<file path="src/hdl/mtcr_pkg.sv">
// mtcr_pkg: register offsets, field positions and codes for the target config registers
// assumes: apb slave with 32-bit data, one aligned word per register
package mtcr_pkg;
	// ----------------------------------------
	// register offsets (byte addresses)
	// ----------------------------------------
	localparam logic [7:0] MTCR_OFF_CFG = 8'h00;
	localparam logic [7:0] MTCR_OFF_MEM = 8'h04;
	localparam logic [7:0] MTCR_OFF_TSEL = 8'h08;
	localparam logic [7:0] MTCR_OFF_STAT = 8'h0C;
	// ----------------------------------------
	// field positions
	// ----------------------------------------
	localparam int MTCR_CFG_W = 16;
	localparam int MTCR_ROW_LO = 22;
	localparam int MTCR_ROW_HI = 26;
	localparam int MTCR_COL_LO = 18;
	localparam int MTCR_COL_HI = 20;
	localparam int MTCR_WCYC_LO = 14;
	localparam int MTCR_WCYC_HI = 17;
	localparam int MTCR_RCYC_LO = 10;
	localparam int MTCR_RCYC_HI = 13;
	localparam int MTCR_GDEP_LO = 5;
	localparam int MTCR_GDEP_HI = 9;
	localparam int MTCR_DDEP_LO = 0;
	localparam int MTCR_DDEP_HI = 4;
	localparam int MTCR_TS_CORR_LO = 16;
	localparam int MTCR_TS_SYND_LO = 14;
	localparam int MTCR_TS_ECHK_LO = 12;
	localparam int MTCR_TS_GEN_LO = 10;
	localparam int MTCR_TS_DIR_LO = 8;
	localparam int MTCR_TS_BANK_W = 8;
	// ----------------------------------------
	// writable masks and reset values
	// ----------------------------------------
	localparam logic [31:0] MTCR_CFG_MASK = 32'h0000FFFF;
	localparam logic [31:0] MTCR_MEM_MASK = 32'h07DFFFFF;
	localparam logic [31:0] MTCR_TSEL_MASK = 32'h0003FFFF;
	localparam logic [31:0] MTCR_RST_VAL = 32'h00000000;
	localparam logic [2:0] MTCR_COL_MAX = 3'h5;
	localparam int MTCR_ROW_BIAS = 2;
	// ----------------------------------------
	// path-route codes
	// ----------------------------------------
	localparam logic [1:0] MTCR_ROUTE_DIRECT = 2'h0;
	localparam logic [1:0] MTCR_ROUTE_ECHK = 2'h1;
	localparam logic [1:0] MTCR_ROUTE_SYND = 2'h2;
	localparam logic [1:0] MTCR_ROUTE_CORR = 2'h3;
endpackage

</file>
<file path="src/hdl/mtcr_regs.sv">
// mtcr_regs: test config, memory attribute and target select registers with apb access
// assumes: one clock, apb master holds a request until pready; route and direction come from the executor
//
// How it works
// test config output comes from config register bits 15:0; upper bits reserved.
// only software writes change the three registers; logic never alters them.
// software loads all three registers before setting program run enable.
// row field 26:22 holds row address bits minus two.
// column field 20:18 gives column bits 0..5; codes six and seven reserved.
// write cycle field 17:14 holds cycles per write minus one.
// read cycle field 13:10 holds cycles per read minus one.
// guard path depth 9:5 is pipeline depth for nonzero route.
// direct pipe depth 4:0 is pipeline depth for route zero.
// lower target select bits always come from the bank select field.
// top bits: direct for route 0, generation on write route 1, direct on writes to routes 2 and 3.
// reads use error-check, syndrome, correction fields for routes 1, 2, 3.
// target select layout 17:16,15:14,13:12,11:10,9:8,7:0; 31:18 reserved.
// bank select field width is target select width minus two.
// one-bit unit section: software uses low bit as top bit.
// two-bit unit section: software selects unit with both bits, direct zero.
// target select leaves in the same cycle as address and route.
//
// The APB slave port and the address map were left to the implementer.
`timescale 1ns/100ps
module mtcr_regs
	import mtcr_pkg::*;
#(
	parameter int TSEL_W = 10, // target_select_width_param
	parameter int ADDR_W = 32 // test address width
) (
	input wire logic i_sys_clk, // system clock
	input wire logic i_rst_n, // async reset, active low
	input wire logic i_psel, // apb select
	input wire logic i_penable, // apb enable
	input wire logic i_pwrite, // apb direction
	input wire logic [7:0] i_paddr, // apb byte address
	input wire logic [31:0] i_pwdata, // apb write data
	output logic [31:0] o_prdata, // apb read data
	output logic o_pready, // apb ready
	output logic o_pslverr, // apb error
	input wire logic i_txn_valid, // executor issues a transaction
	input wire logic i_txn_write, // executor transaction is a write
	input wire logic [1:0] i_txn_route, // executor path route
	input wire logic [ADDR_W-1:0] i_txn_addr, // executor address
	output logic [MTCR_CFG_W-1:0] o_test_config_out, // test configuration output
	output logic [TSEL_W-1:0] o_target_select_out, // target select output
	output logic [1:0] o_path_route_out, // path route output
	output logic [ADDR_W-1:0] o_test_address_out, // test address output
	output logic o_txn_write_out, // write strobe toward memory
	output logic o_txn_valid_out, // transaction valid toward memory
	output logic [3:0] o_write_cycle_count, // cycles per write minus one
	output logic [3:0] o_read_cycle_count, // cycles per read minus one
	output logic [4:0] o_guard_path_depth, // pipeline depth, nonzero route
	output logic [4:0] o_direct_pipe_depth, // pipeline depth, route zero
	output logic [5:0] o_row_bits, // row address bits
	output logic [2:0] o_column_bits_setting // column bits
);
	// ----------------------------------------
	// parameter checks
	// ----------------------------------------
	localparam int BANK_W = TSEL_W - 2;
	if (TSEL_W < 3 || BANK_W > MTCR_TS_BANK_W) begin : g_tsel_w_bad
		$error("target select width must be 3 to 10");
	end
	if (ADDR_W < 1 || ADDR_W > 32) begin : g_addr_w_bad
		$error("address width must be 1 to 32");
	end

	// ----------------------------------------
	// apb decode
	// ----------------------------------------
	logic [31:0] cfg_q;
	logic [31:0] mem_q;
	logic [31:0] tsel_q;
	logic [31:0] tsel_mask;
	logic wr_acc;
	logic rd_acc;
	logic hit;
	logic col_bad;
	logic [5:0] row_bits;
	logic [1:0] unit_sel;
	logic [31:0] rdata_d;

	assign tsel_mask = MTCR_TSEL_MASK & ~((32'hFF << BANK_W) & 32'h000000FF);
	assign hit = (i_paddr == MTCR_OFF_CFG) || (i_paddr == MTCR_OFF_MEM) ||
		(i_paddr == MTCR_OFF_TSEL) || (i_paddr == MTCR_OFF_STAT);
	// writes land at the end of the access phase, when the master sees pready
	assign wr_acc = i_psel && i_penable && i_pwrite && o_pready;
	assign rd_acc = i_psel && !i_penable && !i_pwrite;

	// ----------------------------------------
	// software registers
	// ----------------------------------------
	always_ff @(posedge i_sys_clk or negedge i_rst_n) begin
		if (!i_rst_n) begin
			cfg_q <= MTCR_RST_VAL;
			mem_q <= MTCR_RST_VAL;
			tsel_q <= MTCR_RST_VAL;
		end else if (wr_acc) begin
			// only bus writes reach these flops
			case (i_paddr)
				MTCR_OFF_CFG: cfg_q <= i_pwdata & MTCR_CFG_MASK;
				MTCR_OFF_MEM: mem_q <= i_pwdata & MTCR_MEM_MASK;
				MTCR_OFF_TSEL: tsel_q <= i_pwdata & tsel_mask;
				default: ;
			endcase
		end
	end

	// ----------------------------------------
	// apb answer: one wait-free access phase
	// ----------------------------------------
	always_comb begin
		case (i_paddr)
			MTCR_OFF_CFG: rdata_d = cfg_q;
			MTCR_OFF_MEM: rdata_d = mem_q;
			MTCR_OFF_TSEL: rdata_d = tsel_q;
			MTCR_OFF_STAT: rdata_d = {25'h0, col_bad, row_bits};
			default: rdata_d = 32'h0;
		endcase
	end

	always_ff @(posedge i_sys_clk or negedge i_rst_n) begin
		if (!i_rst_n) begin
			o_prdata <= 32'h0;
			o_pready <= 1'b0;
			o_pslverr <= 1'b0;
		end else begin
			o_pready <= i_psel && !i_penable;
			o_pslverr <= i_psel && !i_penable && !hit;
			if (rd_acc) begin
				o_prdata <= rdata_d;
			end
		end
	end

	// ----------------------------------------
	// field decode
	// ----------------------------------------
	mtcr_field_check u_check (
		.i_mem_reg(mem_q),
		.o_col_bad(col_bad),
		.o_row_bits(row_bits)
	);

	mtcr_tsel_mux u_mux (
		.i_tsel_reg(tsel_q),
		.i_route(i_txn_route),
		.i_write(i_txn_write),
		.o_unit(unit_sel)
	);

	// ----------------------------------------
	// static outputs
	// ----------------------------------------
	always_ff @(posedge i_sys_clk or negedge i_rst_n) begin
		if (!i_rst_n) begin
			o_test_config_out <= '0;
			o_write_cycle_count <= 4'h0;
			o_read_cycle_count <= 4'h0;
			o_guard_path_depth <= 5'h00;
			o_direct_pipe_depth <= 5'h00;
			o_row_bits <= 6'h00;
			o_column_bits_setting <= 3'h0;
		end else begin
			o_test_config_out <= cfg_q[MTCR_CFG_W-1:0];
			o_write_cycle_count <= mem_q[MTCR_WCYC_HI:MTCR_WCYC_LO];
			o_read_cycle_count <= mem_q[MTCR_RCYC_HI:MTCR_RCYC_LO];
			o_guard_path_depth <= mem_q[MTCR_GDEP_HI:MTCR_GDEP_LO];
			o_direct_pipe_depth <= mem_q[MTCR_DDEP_HI:MTCR_DDEP_LO];
			o_row_bits <= row_bits;
			o_column_bits_setting <= mem_q[MTCR_COL_HI:MTCR_COL_LO];
		end
	end

	// ----------------------------------------
	// transaction outputs, all one stage
	// ----------------------------------------
	always_ff @(posedge i_sys_clk or negedge i_rst_n) begin
		if (!i_rst_n) begin
			o_target_select_out <= '0;
			o_path_route_out <= 2'h0;
			o_test_address_out <= '0;
			o_txn_write_out <= 1'b0;
			o_txn_valid_out <= 1'b0;
		end else begin
			// same register stage for address, route and target select
			o_target_select_out <= {unit_sel, tsel_q[BANK_W-1:0]};
			o_path_route_out <= i_txn_route;
			o_test_address_out <= i_txn_addr;
			o_txn_write_out <= i_txn_write;
			o_txn_valid_out <= i_txn_valid;
		end
	end

	// ----------------------------------------
	// assertions
	// ----------------------------------------
	property p_cfg_out;
		@(posedge i_sys_clk) disable iff (!i_rst_n)
		1'b1 |=> o_test_config_out == $past(cfg_q[15:0]);
	endproperty
	a_cfg_out: assert property (p_cfg_out) else $error("config output mismatch");

	property p_hold;
		@(posedge i_sys_clk) disable iff (!i_rst_n)
		!wr_acc |=> $stable(cfg_q) && $stable(mem_q) && $stable(tsel_q);
	endproperty
	a_hold: assert property (p_hold) else $error("register changed without write");

	property p_row;
		@(posedge i_sys_clk) disable iff (!i_rst_n)
		1'b1 |-> row_bits == 6'(mem_q[26:22]) + 6'h2;
	endproperty
	a_row: assert property (p_row) else $error("row bits decode wrong");

	property p_col;
		@(posedge i_sys_clk) disable iff (!i_rst_n)
		col_bad == (mem_q[20:18] >= 3'h6);
	endproperty
	a_col: assert property (p_col) else $error("column reserved flag wrong");

	property p_wcyc;
		@(posedge i_sys_clk) disable iff (!i_rst_n)
		wr_acc && i_paddr == MTCR_OFF_MEM ##1 !wr_acc ##1 1'b1 |-> o_write_cycle_count == mem_q[17:14];
	endproperty
	a_wcyc: assert property (p_wcyc) else $error("write cycle count wrong");

	property p_rcyc;
		@(posedge i_sys_clk) disable iff (!i_rst_n)
		1'b1 |=> o_read_cycle_count == $past(mem_q[13:10]);
	endproperty
	a_rcyc: assert property (p_rcyc) else $error("read cycle count wrong");

	property p_depths;
		@(posedge i_sys_clk) disable iff (!i_rst_n)
		1'b1 |=> o_guard_path_depth == $past(mem_q[9:5]) && o_direct_pipe_depth == $past(mem_q[4:0]);
	endproperty
	a_depths: assert property (p_depths) else $error("pipe depth wrong");

	property p_bank;
		@(posedge i_sys_clk) disable iff (!i_rst_n)
		1'b1 |=> o_target_select_out[BANK_W-1:0] == $past(tsel_q[BANK_W-1:0]);
	endproperty
	a_bank: assert property (p_bank) else $error("bank select bits wrong");

	property p_wr_gen;
		@(posedge i_sys_clk) disable iff (!i_rst_n)
		i_txn_write && i_txn_route == 2'h1 |=> o_target_select_out[TSEL_W-1 -: 2] == $past(tsel_q[11:10]);
	endproperty
	a_wr_gen: assert property (p_wr_gen) else $error("generation field not used on write");

	property p_rd_corr;
		@(posedge i_sys_clk) disable iff (!i_rst_n)
		!i_txn_write && i_txn_route == 2'h3 |=> o_target_select_out[TSEL_W-1 -: 2] == $past(tsel_q[17:16]);
	endproperty
	a_rd_corr: assert property (p_rd_corr) else $error("correction field not used on read");

	property p_rd_synd;
		@(posedge i_sys_clk) disable iff (!i_rst_n)
		!i_txn_write && i_txn_route == 2'h2 |=> o_target_select_out[TSEL_W-1 -: 2] == $past(tsel_q[15:14]);
	endproperty
	a_rd_synd: assert property (p_rd_synd) else $error("syndrome field not used on read");

	property p_reserved;
		@(posedge i_sys_clk) disable iff (!i_rst_n)
		tsel_q[31:18] == 14'h0 && cfg_q[31:16] == 16'h0;
	endproperty
	a_reserved: assert property (p_reserved) else $error("reserved bits set");

	property p_align;
		@(posedge i_sys_clk) disable iff (!i_rst_n)
		1'b1 |=> o_test_address_out == $past(i_txn_addr) && o_path_route_out == $past(i_txn_route);
	endproperty
	a_align: assert property (p_align) else $error("address and route not aligned");

	property p_rd_echk;
		@(posedge i_sys_clk) disable iff (!i_rst_n)
		!i_txn_write && i_txn_route == 2'h1 |=> o_target_select_out[TSEL_W-1 -: 2] == $past(tsel_q[13:12]);
	endproperty
	a_rd_echk: assert property (p_rd_echk) else $error("error-check field not used on read");

	property p_dir_route;
		@(posedge i_sys_clk) disable iff (!i_rst_n)
		i_txn_route == 2'h0 |=> o_target_select_out[TSEL_W-1 -: 2] == $past(tsel_q[9:8]);
	endproperty
	a_dir_route: assert property (p_dir_route) else $error("direct field not used on route zero");

	property p_wr_dir;
		@(posedge i_sys_clk) disable iff (!i_rst_n)
		i_txn_write && i_txn_route[1] |=> o_target_select_out[TSEL_W-1 -: 2] == $past(tsel_q[9:8]);
	endproperty
	a_wr_dir: assert property (p_wr_dir) else $error("direct field not used on upper route write");

	property p_unused;
		@(posedge i_sys_clk) disable iff (!i_rst_n)
		(tsel_q & ~tsel_mask) == 32'h0 && (mem_q & ~MTCR_MEM_MASK) == 32'h0;
	endproperty
	a_unused: assert property (p_unused) else $error("unused register bits set");

	property p_strobes;
		@(posedge i_sys_clk) disable iff (!i_rst_n)
		1'b1 |=> o_txn_write_out == $past(i_txn_write) && o_txn_valid_out == $past(i_txn_valid);
	endproperty
	a_strobes: assert property (p_strobes) else $error("transaction strobes not aligned");

	property p_row_out;
		@(posedge i_sys_clk) disable iff (!i_rst_n)
		1'b1 |=> o_row_bits == $past(row_bits);
	endproperty
	a_row_out: assert property (p_row_out) else $error("row bits output wrong");

	property p_col_out;
		@(posedge i_sys_clk) disable iff (!i_rst_n)
		1'b1 |=> o_column_bits_setting == $past(mem_q[20:18]);
	endproperty
	a_col_out: assert property (p_col_out) else $error("column bits output wrong");

	property p_cfg_wr;
		@(posedge i_sys_clk) disable iff (!i_rst_n)
		wr_acc && i_paddr == MTCR_OFF_CFG |=> cfg_q == {16'h0, $past(i_pwdata[15:0])};
	endproperty
	a_cfg_wr: assert property (p_cfg_wr) else $error("config write did not land");

	property p_mem_wr;
		@(posedge i_sys_clk) disable iff (!i_rst_n)
		wr_acc && i_paddr == MTCR_OFF_MEM |=> mem_q == ($past(i_pwdata) & MTCR_MEM_MASK);
	endproperty
	a_mem_wr: assert property (p_mem_wr) else $error("memory attribute write did not land");

	property p_tsel_wr;
		@(posedge i_sys_clk) disable iff (!i_rst_n)
		wr_acc && i_paddr == MTCR_OFF_TSEL |=> tsel_q == ($past(i_pwdata) & tsel_mask);
	endproperty
	a_tsel_wr: assert property (p_tsel_wr) else $error("target select write did not land");

	property p_tsel_rd;
		@(posedge i_sys_clk) disable iff (!i_rst_n)
		rd_acc && i_paddr == MTCR_OFF_TSEL |=> o_prdata == $past(tsel_q);
	endproperty
	a_tsel_rd: assert property (p_tsel_rd) else $error("target select read back wrong");

	property p_status_rd;
		@(posedge i_sys_clk) disable iff (!i_rst_n)
		rd_acc && i_paddr == MTCR_OFF_STAT |=> o_prdata == {25'h0, $past(col_bad), $past(row_bits)};
	endproperty
	a_status_rd: assert property (p_status_rd) else $error("status read back wrong");
endmodule

</file>
<file path="src/hdl/mtcr_tsel_mux.sv">
// mtcr_tsel_mux: picks the protection-unit bits of the target select per route and direction
// assumes: target select register fields are stable while a test runs
`timescale 1ns/100ps
module mtcr_tsel_mux
	import mtcr_pkg::*;
(
	input wire logic [31:0] i_tsel_reg, // target select register
	input wire logic [1:0] i_route, // path route code
	input wire logic i_write, // 1 write, 0 read
	output logic [1:0] o_unit // top two target select bits
);
	function automatic logic [1:0] fld(input logic [31:0] r, input int lo);
		fld = r[lo +: 2];
	endfunction

	always_comb begin
		o_unit = fld(i_tsel_reg, MTCR_TS_DIR_LO);
		if (i_route == MTCR_ROUTE_DIRECT) begin
			o_unit = fld(i_tsel_reg, MTCR_TS_DIR_LO);
		end else if (i_write) begin
			if (i_route == MTCR_ROUTE_ECHK) begin
				o_unit = fld(i_tsel_reg, MTCR_TS_GEN_LO);
			end else begin
				o_unit = fld(i_tsel_reg, MTCR_TS_DIR_LO);
			end
		end else begin
			case (i_route)
				MTCR_ROUTE_ECHK: o_unit = fld(i_tsel_reg, MTCR_TS_ECHK_LO);
				MTCR_ROUTE_SYND: o_unit = fld(i_tsel_reg, MTCR_TS_SYND_LO);
				MTCR_ROUTE_CORR: o_unit = fld(i_tsel_reg, MTCR_TS_CORR_LO);
				default: o_unit = fld(i_tsel_reg, MTCR_TS_DIR_LO);
			endcase
		end
	end
endmodule

</file>
<file path="src/hdl/mtcr_field_check.sv">
// mtcr_field_check: flags reserved codes in the memory attribute register
// assumes: value is the stored register content
`timescale 1ns/100ps
module mtcr_field_check
	import mtcr_pkg::*;
(
	input wire logic [31:0] i_mem_reg, // memory attribute register
	output logic o_col_bad, // column code 6 or 7
	output logic [5:0] o_row_bits // decoded row address bits
);
	always_comb begin
		o_col_bad = i_mem_reg[MTCR_COL_HI:MTCR_COL_LO] > MTCR_COL_MAX;
		o_row_bits = 6'(i_mem_reg[MTCR_ROW_HI:MTCR_ROW_LO]) + 6'(MTCR_ROW_BIAS);
	end
endmodule

</file>
<file path="config.mk">
export PLATFORM = sky130hd
export DESIGN_NAME = mtcr_regs
export DESIGN_NICKNAME = d
export VERILOG_FILES = /design/src/hdl/mtcr_pkg.sv /design/src/hdl/mtcr_regs.sv /design/src/hdl/mtcr_tsel_mux.sv /design/src/hdl/mtcr_field_check.sv
export SDC_FILE = /design/constraint.sdc
export NUM_CORES = 1
export LEC_CHECK = 0
export ABC_AREA = 1
export CAP_MARGIN = 20
export CORE_MARGIN = 5
export CORE_UTILIZATION = 65
export CTS_BUF_LIST = sky130_fd_sc_hd__clkbuf_8
export DETAILED_ROUTE_END_ITERATION = 8
export DONT_BUFFER_PORTS = 1
export HOLD_SLACK_MARGIN = 0.15
export PLACE_DENSITY_LB_ADDON = 0.25
export SETUP_SLACK_MARGIN = 0.4
export SLEW_MARGIN = 20
export SYNTH_ARGS = -nofsm -noshare
export SYNTH_HDL_FRONTEND = slang
export SYNTH_SLANG_ARGS = --single-unit
</file>
<file path="constraint.sdc">
create_clock -name i_sys_clk -period 1.5 [get_ports i_sys_clk]
set_input_delay 0.225 -clock i_sys_clk [delete_from_list [all_inputs] [get_ports i_sys_clk]]
set_output_delay 0.225 -clock i_sys_clk [all_outputs]
set_load 0.05 [all_outputs]
</file>
==> impl_metrics.csv <==
group,metric,value,unit
outcome,status,"finished with violations",
outcome,violations,"negative hold slack",
routing,first_pass_iters,5,
pwr,seq_power_share,58.8,%
logic_synthesis,async_reset_ff_share,100.0,%
sta,setup_viol_count_final,0,
pwr,p_sw,2.260,mW
routing,drcViolationCount,0,
sta,layout_worst_path_cycle_share,91.77,%
routing,vias,5042,
final_layout,nets,759,
routing,drt_iter0_drc,441,
setup_path,path_class,"register to register",
placed_design,dp_hpwl,9542,um
pwr,power_density,1047,nW/um2
cts,clkLatencyLatePin,0.48,ns
routing,antenna_left,0,
setup_path,crit_arrival,1.77,ns
cts,cts_tree,"done",
sta,fin_ws,0.1235,ns
worst_hold_path,hp-class,"input pin to asynchronous set/reset pin",
logic_synthesis,netlist_area,6342,um2
logic_synthesis,avgSynthCellArea,10.97,um2
floorplan,initial_core_util,65.80,%
pwr,p_comb_share,4.3,%
pwr,ir_drop,0.6866,mV
cts,clkTransAtPathRegs,0.11,ns
routing,wl,20090,um
final_layout,design_area,8364,um2
sta,final.setup.tns,0,ns
sta,rsz0062_at_grt,"yes",
logic_synthesis,netlist_instances,578,
floorplan,std_cell_rows,36,
setup_path,critPathCaptureType,"register",
routing,route.met2.wl,10050,um
cts,cts_made_buffers,17,
logic_synthesis,synth_edf_count,0,
routing,wl_met1,6804,um
routing,avgViaCountPerCell,6.126,
routing,maxUsedRoutingLayer,"met4",
sta,maxSlewViolCount,0,
cts,cts_sinks,177,
sta,period_minus_slack,1.377,ns
sta,fin_worst_skew,0.02026,ns
grt,grt_pass1_vias,4922,
floorplan,ioPinCount,204,
logic_synthesis,ys_ff_latch,177,
pwr,leakage,4.029,nW
floorplan,fp.dieArea,11830,um2
cts,clockBufferDepth,2,
setup_path,cp-start-kind,"register",
pwr,p_int,6.494,mW
sta,holdWs,-0.5548,ns
grt,grt_overflow,0,
final_layout,antenna_cells,0,
grt,antenna_found_initial,0,
floorplan,die_h,108.8,um
logic_synthesis,yosysTopAreaCellShare,69.84,%
final_layout,drive_gt1_share,38.55,%
floorplan,design.core.area,9639,um2
setup_path,path_max_fanout,16,
pwr,p_sw_share,25.82,%
logic_synthesis,yosys_warnings,0,
routing,wl_per_cell,24.41,um
setup_path,critPathRequiredTime,1.89,ns
grt,grt_max_degree,178,
final_layout,utilization,86.77,%
placed_design,place.port_buffers,0,
cts,h-tree-depth,4,
sta,hold_viol,177,
sta,slew_headroom,50.10,%
placed_design,dpl_cell_area,6544,um2
logic_synthesis,netlist.top_cell.by_area,"dfrtp_1",
sta,worst_pin_slew,0.7458,ns
cts,clock-root-buffer,"clkbuf_8",
logic_synthesis,ys_seq_area_share,69.84,%
final_layout,fill_cells,423,
job,cap_violations,0,
routing,wl_met3,2080,um
grt,grtUsageTotal,31.01,%
logic_synthesis,yosys-top-cells-area,"dfrtp_1, nand2_1, nand3_1",
logic_synthesis,synth_flop_cell,"dfrtp_1",
sta,fmax,726.5,MHz
grt,grt_pass1_wl,26920,um
pwr,power.share.clock,36.9,%
logic_synthesis,synth.distinct_cells,28,
final_layout,area_growth_syn_to_layout,31.88,%
placed_design,post-place-ws,0.09423,ns
placed_design,place_congestion,0.8222,
floorplan,die_w,108.8,um
## registers in the layout (all words and copies together) (netlist names), 4 cells and up
signal	cells
cfg_q	16
o_row_bits	6
o_prdata	26
o_read_cycle_count	4
tsel_q	18
o_write_cycle_count	4
o_direct_pipe_depth	5
o_test_address_out	32
o_target_select_out	10
mem_q	26
o_guard_path_depth	5
o_test_config_out	16
## layer usage
layer	track usage [%]	vias to the layer above
li1	-	2043
met1	36.45	2484
met2	51.28	398
met3	9.828	117
met4	16.32	0
met5	0	-
## Yosys cell counts, types with 3 or more instances
cell type	n
o21ai_0	30
a21oi_2	11
a21oi_1	20
buf_2	9
nand2_1	141
clkbuf_1	6
inv_2	3
nor2_1	46
buf_4	10
o21ai_1	18
buf_6	4
inv_1	35
nand3_1	48
dfrtp_1	177
## cells in the final DEF, fill, tap and decap left out, drive strengths merged
cell,netlist,final
nand2,144,144
a21oi,31,31
inv,38,42
o21ai,48,48
nand4,2,2
dfrtp,177,177
clkbuf,6,23
conb,1,6
buf,23,27
ha,1,1
o22ai,2,2
dlymetal6s4s,0,3
o221ai,1,1
bufinv,0,2
o31ai,2,2
nor2,51,51
nand3,48,48
clkinv,0,9
nor3,1,1
dlygate4sd3,0,68
o211ai,2,2
## kinds of logic after synthesis
| kind of cell | after synthesis | synth area share (%) |
|---|---|---|
| fa+ha+maj | 1 | 0.1972 |
| simple gates | 246 | 17.01 |
| compound gates | 86 | 7.694 |
| buf+inv | 67 | 5.208 |
| flops | 177 | 69.84 |
| other cells | 1 | 0.05913 |
## worst max-delay path, cell delays in order (launching register included)
cell       delay (ns)
dfrtp_2          0.41
nand4_4          0.22
nor2_8           0.25
clkbuf_16        0.23
nor2_1           0.06
a21oi_2          0.10
## power by group through the flow
stage / clock (mW) / sequential, mW / combinational, mW
after floorplan: 0 / 5.21 / 0.156
after global placement: 0 / 5.22 / 0.172
after detailed placement: 0 / 5.22 / 0.179
after CTS: 3.17 / 5.14 / 0.337
after global routing: 3.43 / 5.15 / 0.395
final: 3.23 / 5.15 / 0.378
## final timing paths
check                          start  cells past startpoint                endpoint  slack, ns
max                         o_pready                      5               mem_q[14]       0.12
min                          i_rst_n                      0   o_guard_path_depth[3]      -0.55
min reg2reg                mem_q[17]                      0  o_write_cycle_count[3]       0.40
max reg2reg                 o_pready                      5               mem_q[14]       0.12
max in group asynchronous    i_rst_n                      0   o_test_config_out[14]       1.84
min in group i_sys_clk     i_penable                      4             o_prdata[1]       0.12
## final cells by class
cell class,count,area (um2),area share (%)
multi-input cells,339,1928,23.05
clock inverters,15,145.1,1.735
repair buffers,104,1167,13.96
inverters,38,145.1,1.735
clock buffers,17,234.0,2.797
flip-flops and latches,177,4578,54.73
well taps,133,166.4,1.990
## what timing repair did
item                       in CTS  in global routing
setup endpoints to repair     181                198
cloned                          1                  8
setup buffers                   6                  3
hold endpoints to repair      283                188
gates resized for setup       140                 74
pin swaps                       9                 10
hold buffers                   70                  1
## per-stage QoR
step	std cells	total power [mW]
after global routing	823	8.975
after global placement	702	5.392
after CTS	811	8.646
after detailed placement	702	5.402
after floorplan	583	5.367
final	823	8.754
Note: power is estimated with default switching activity, not from simulation.
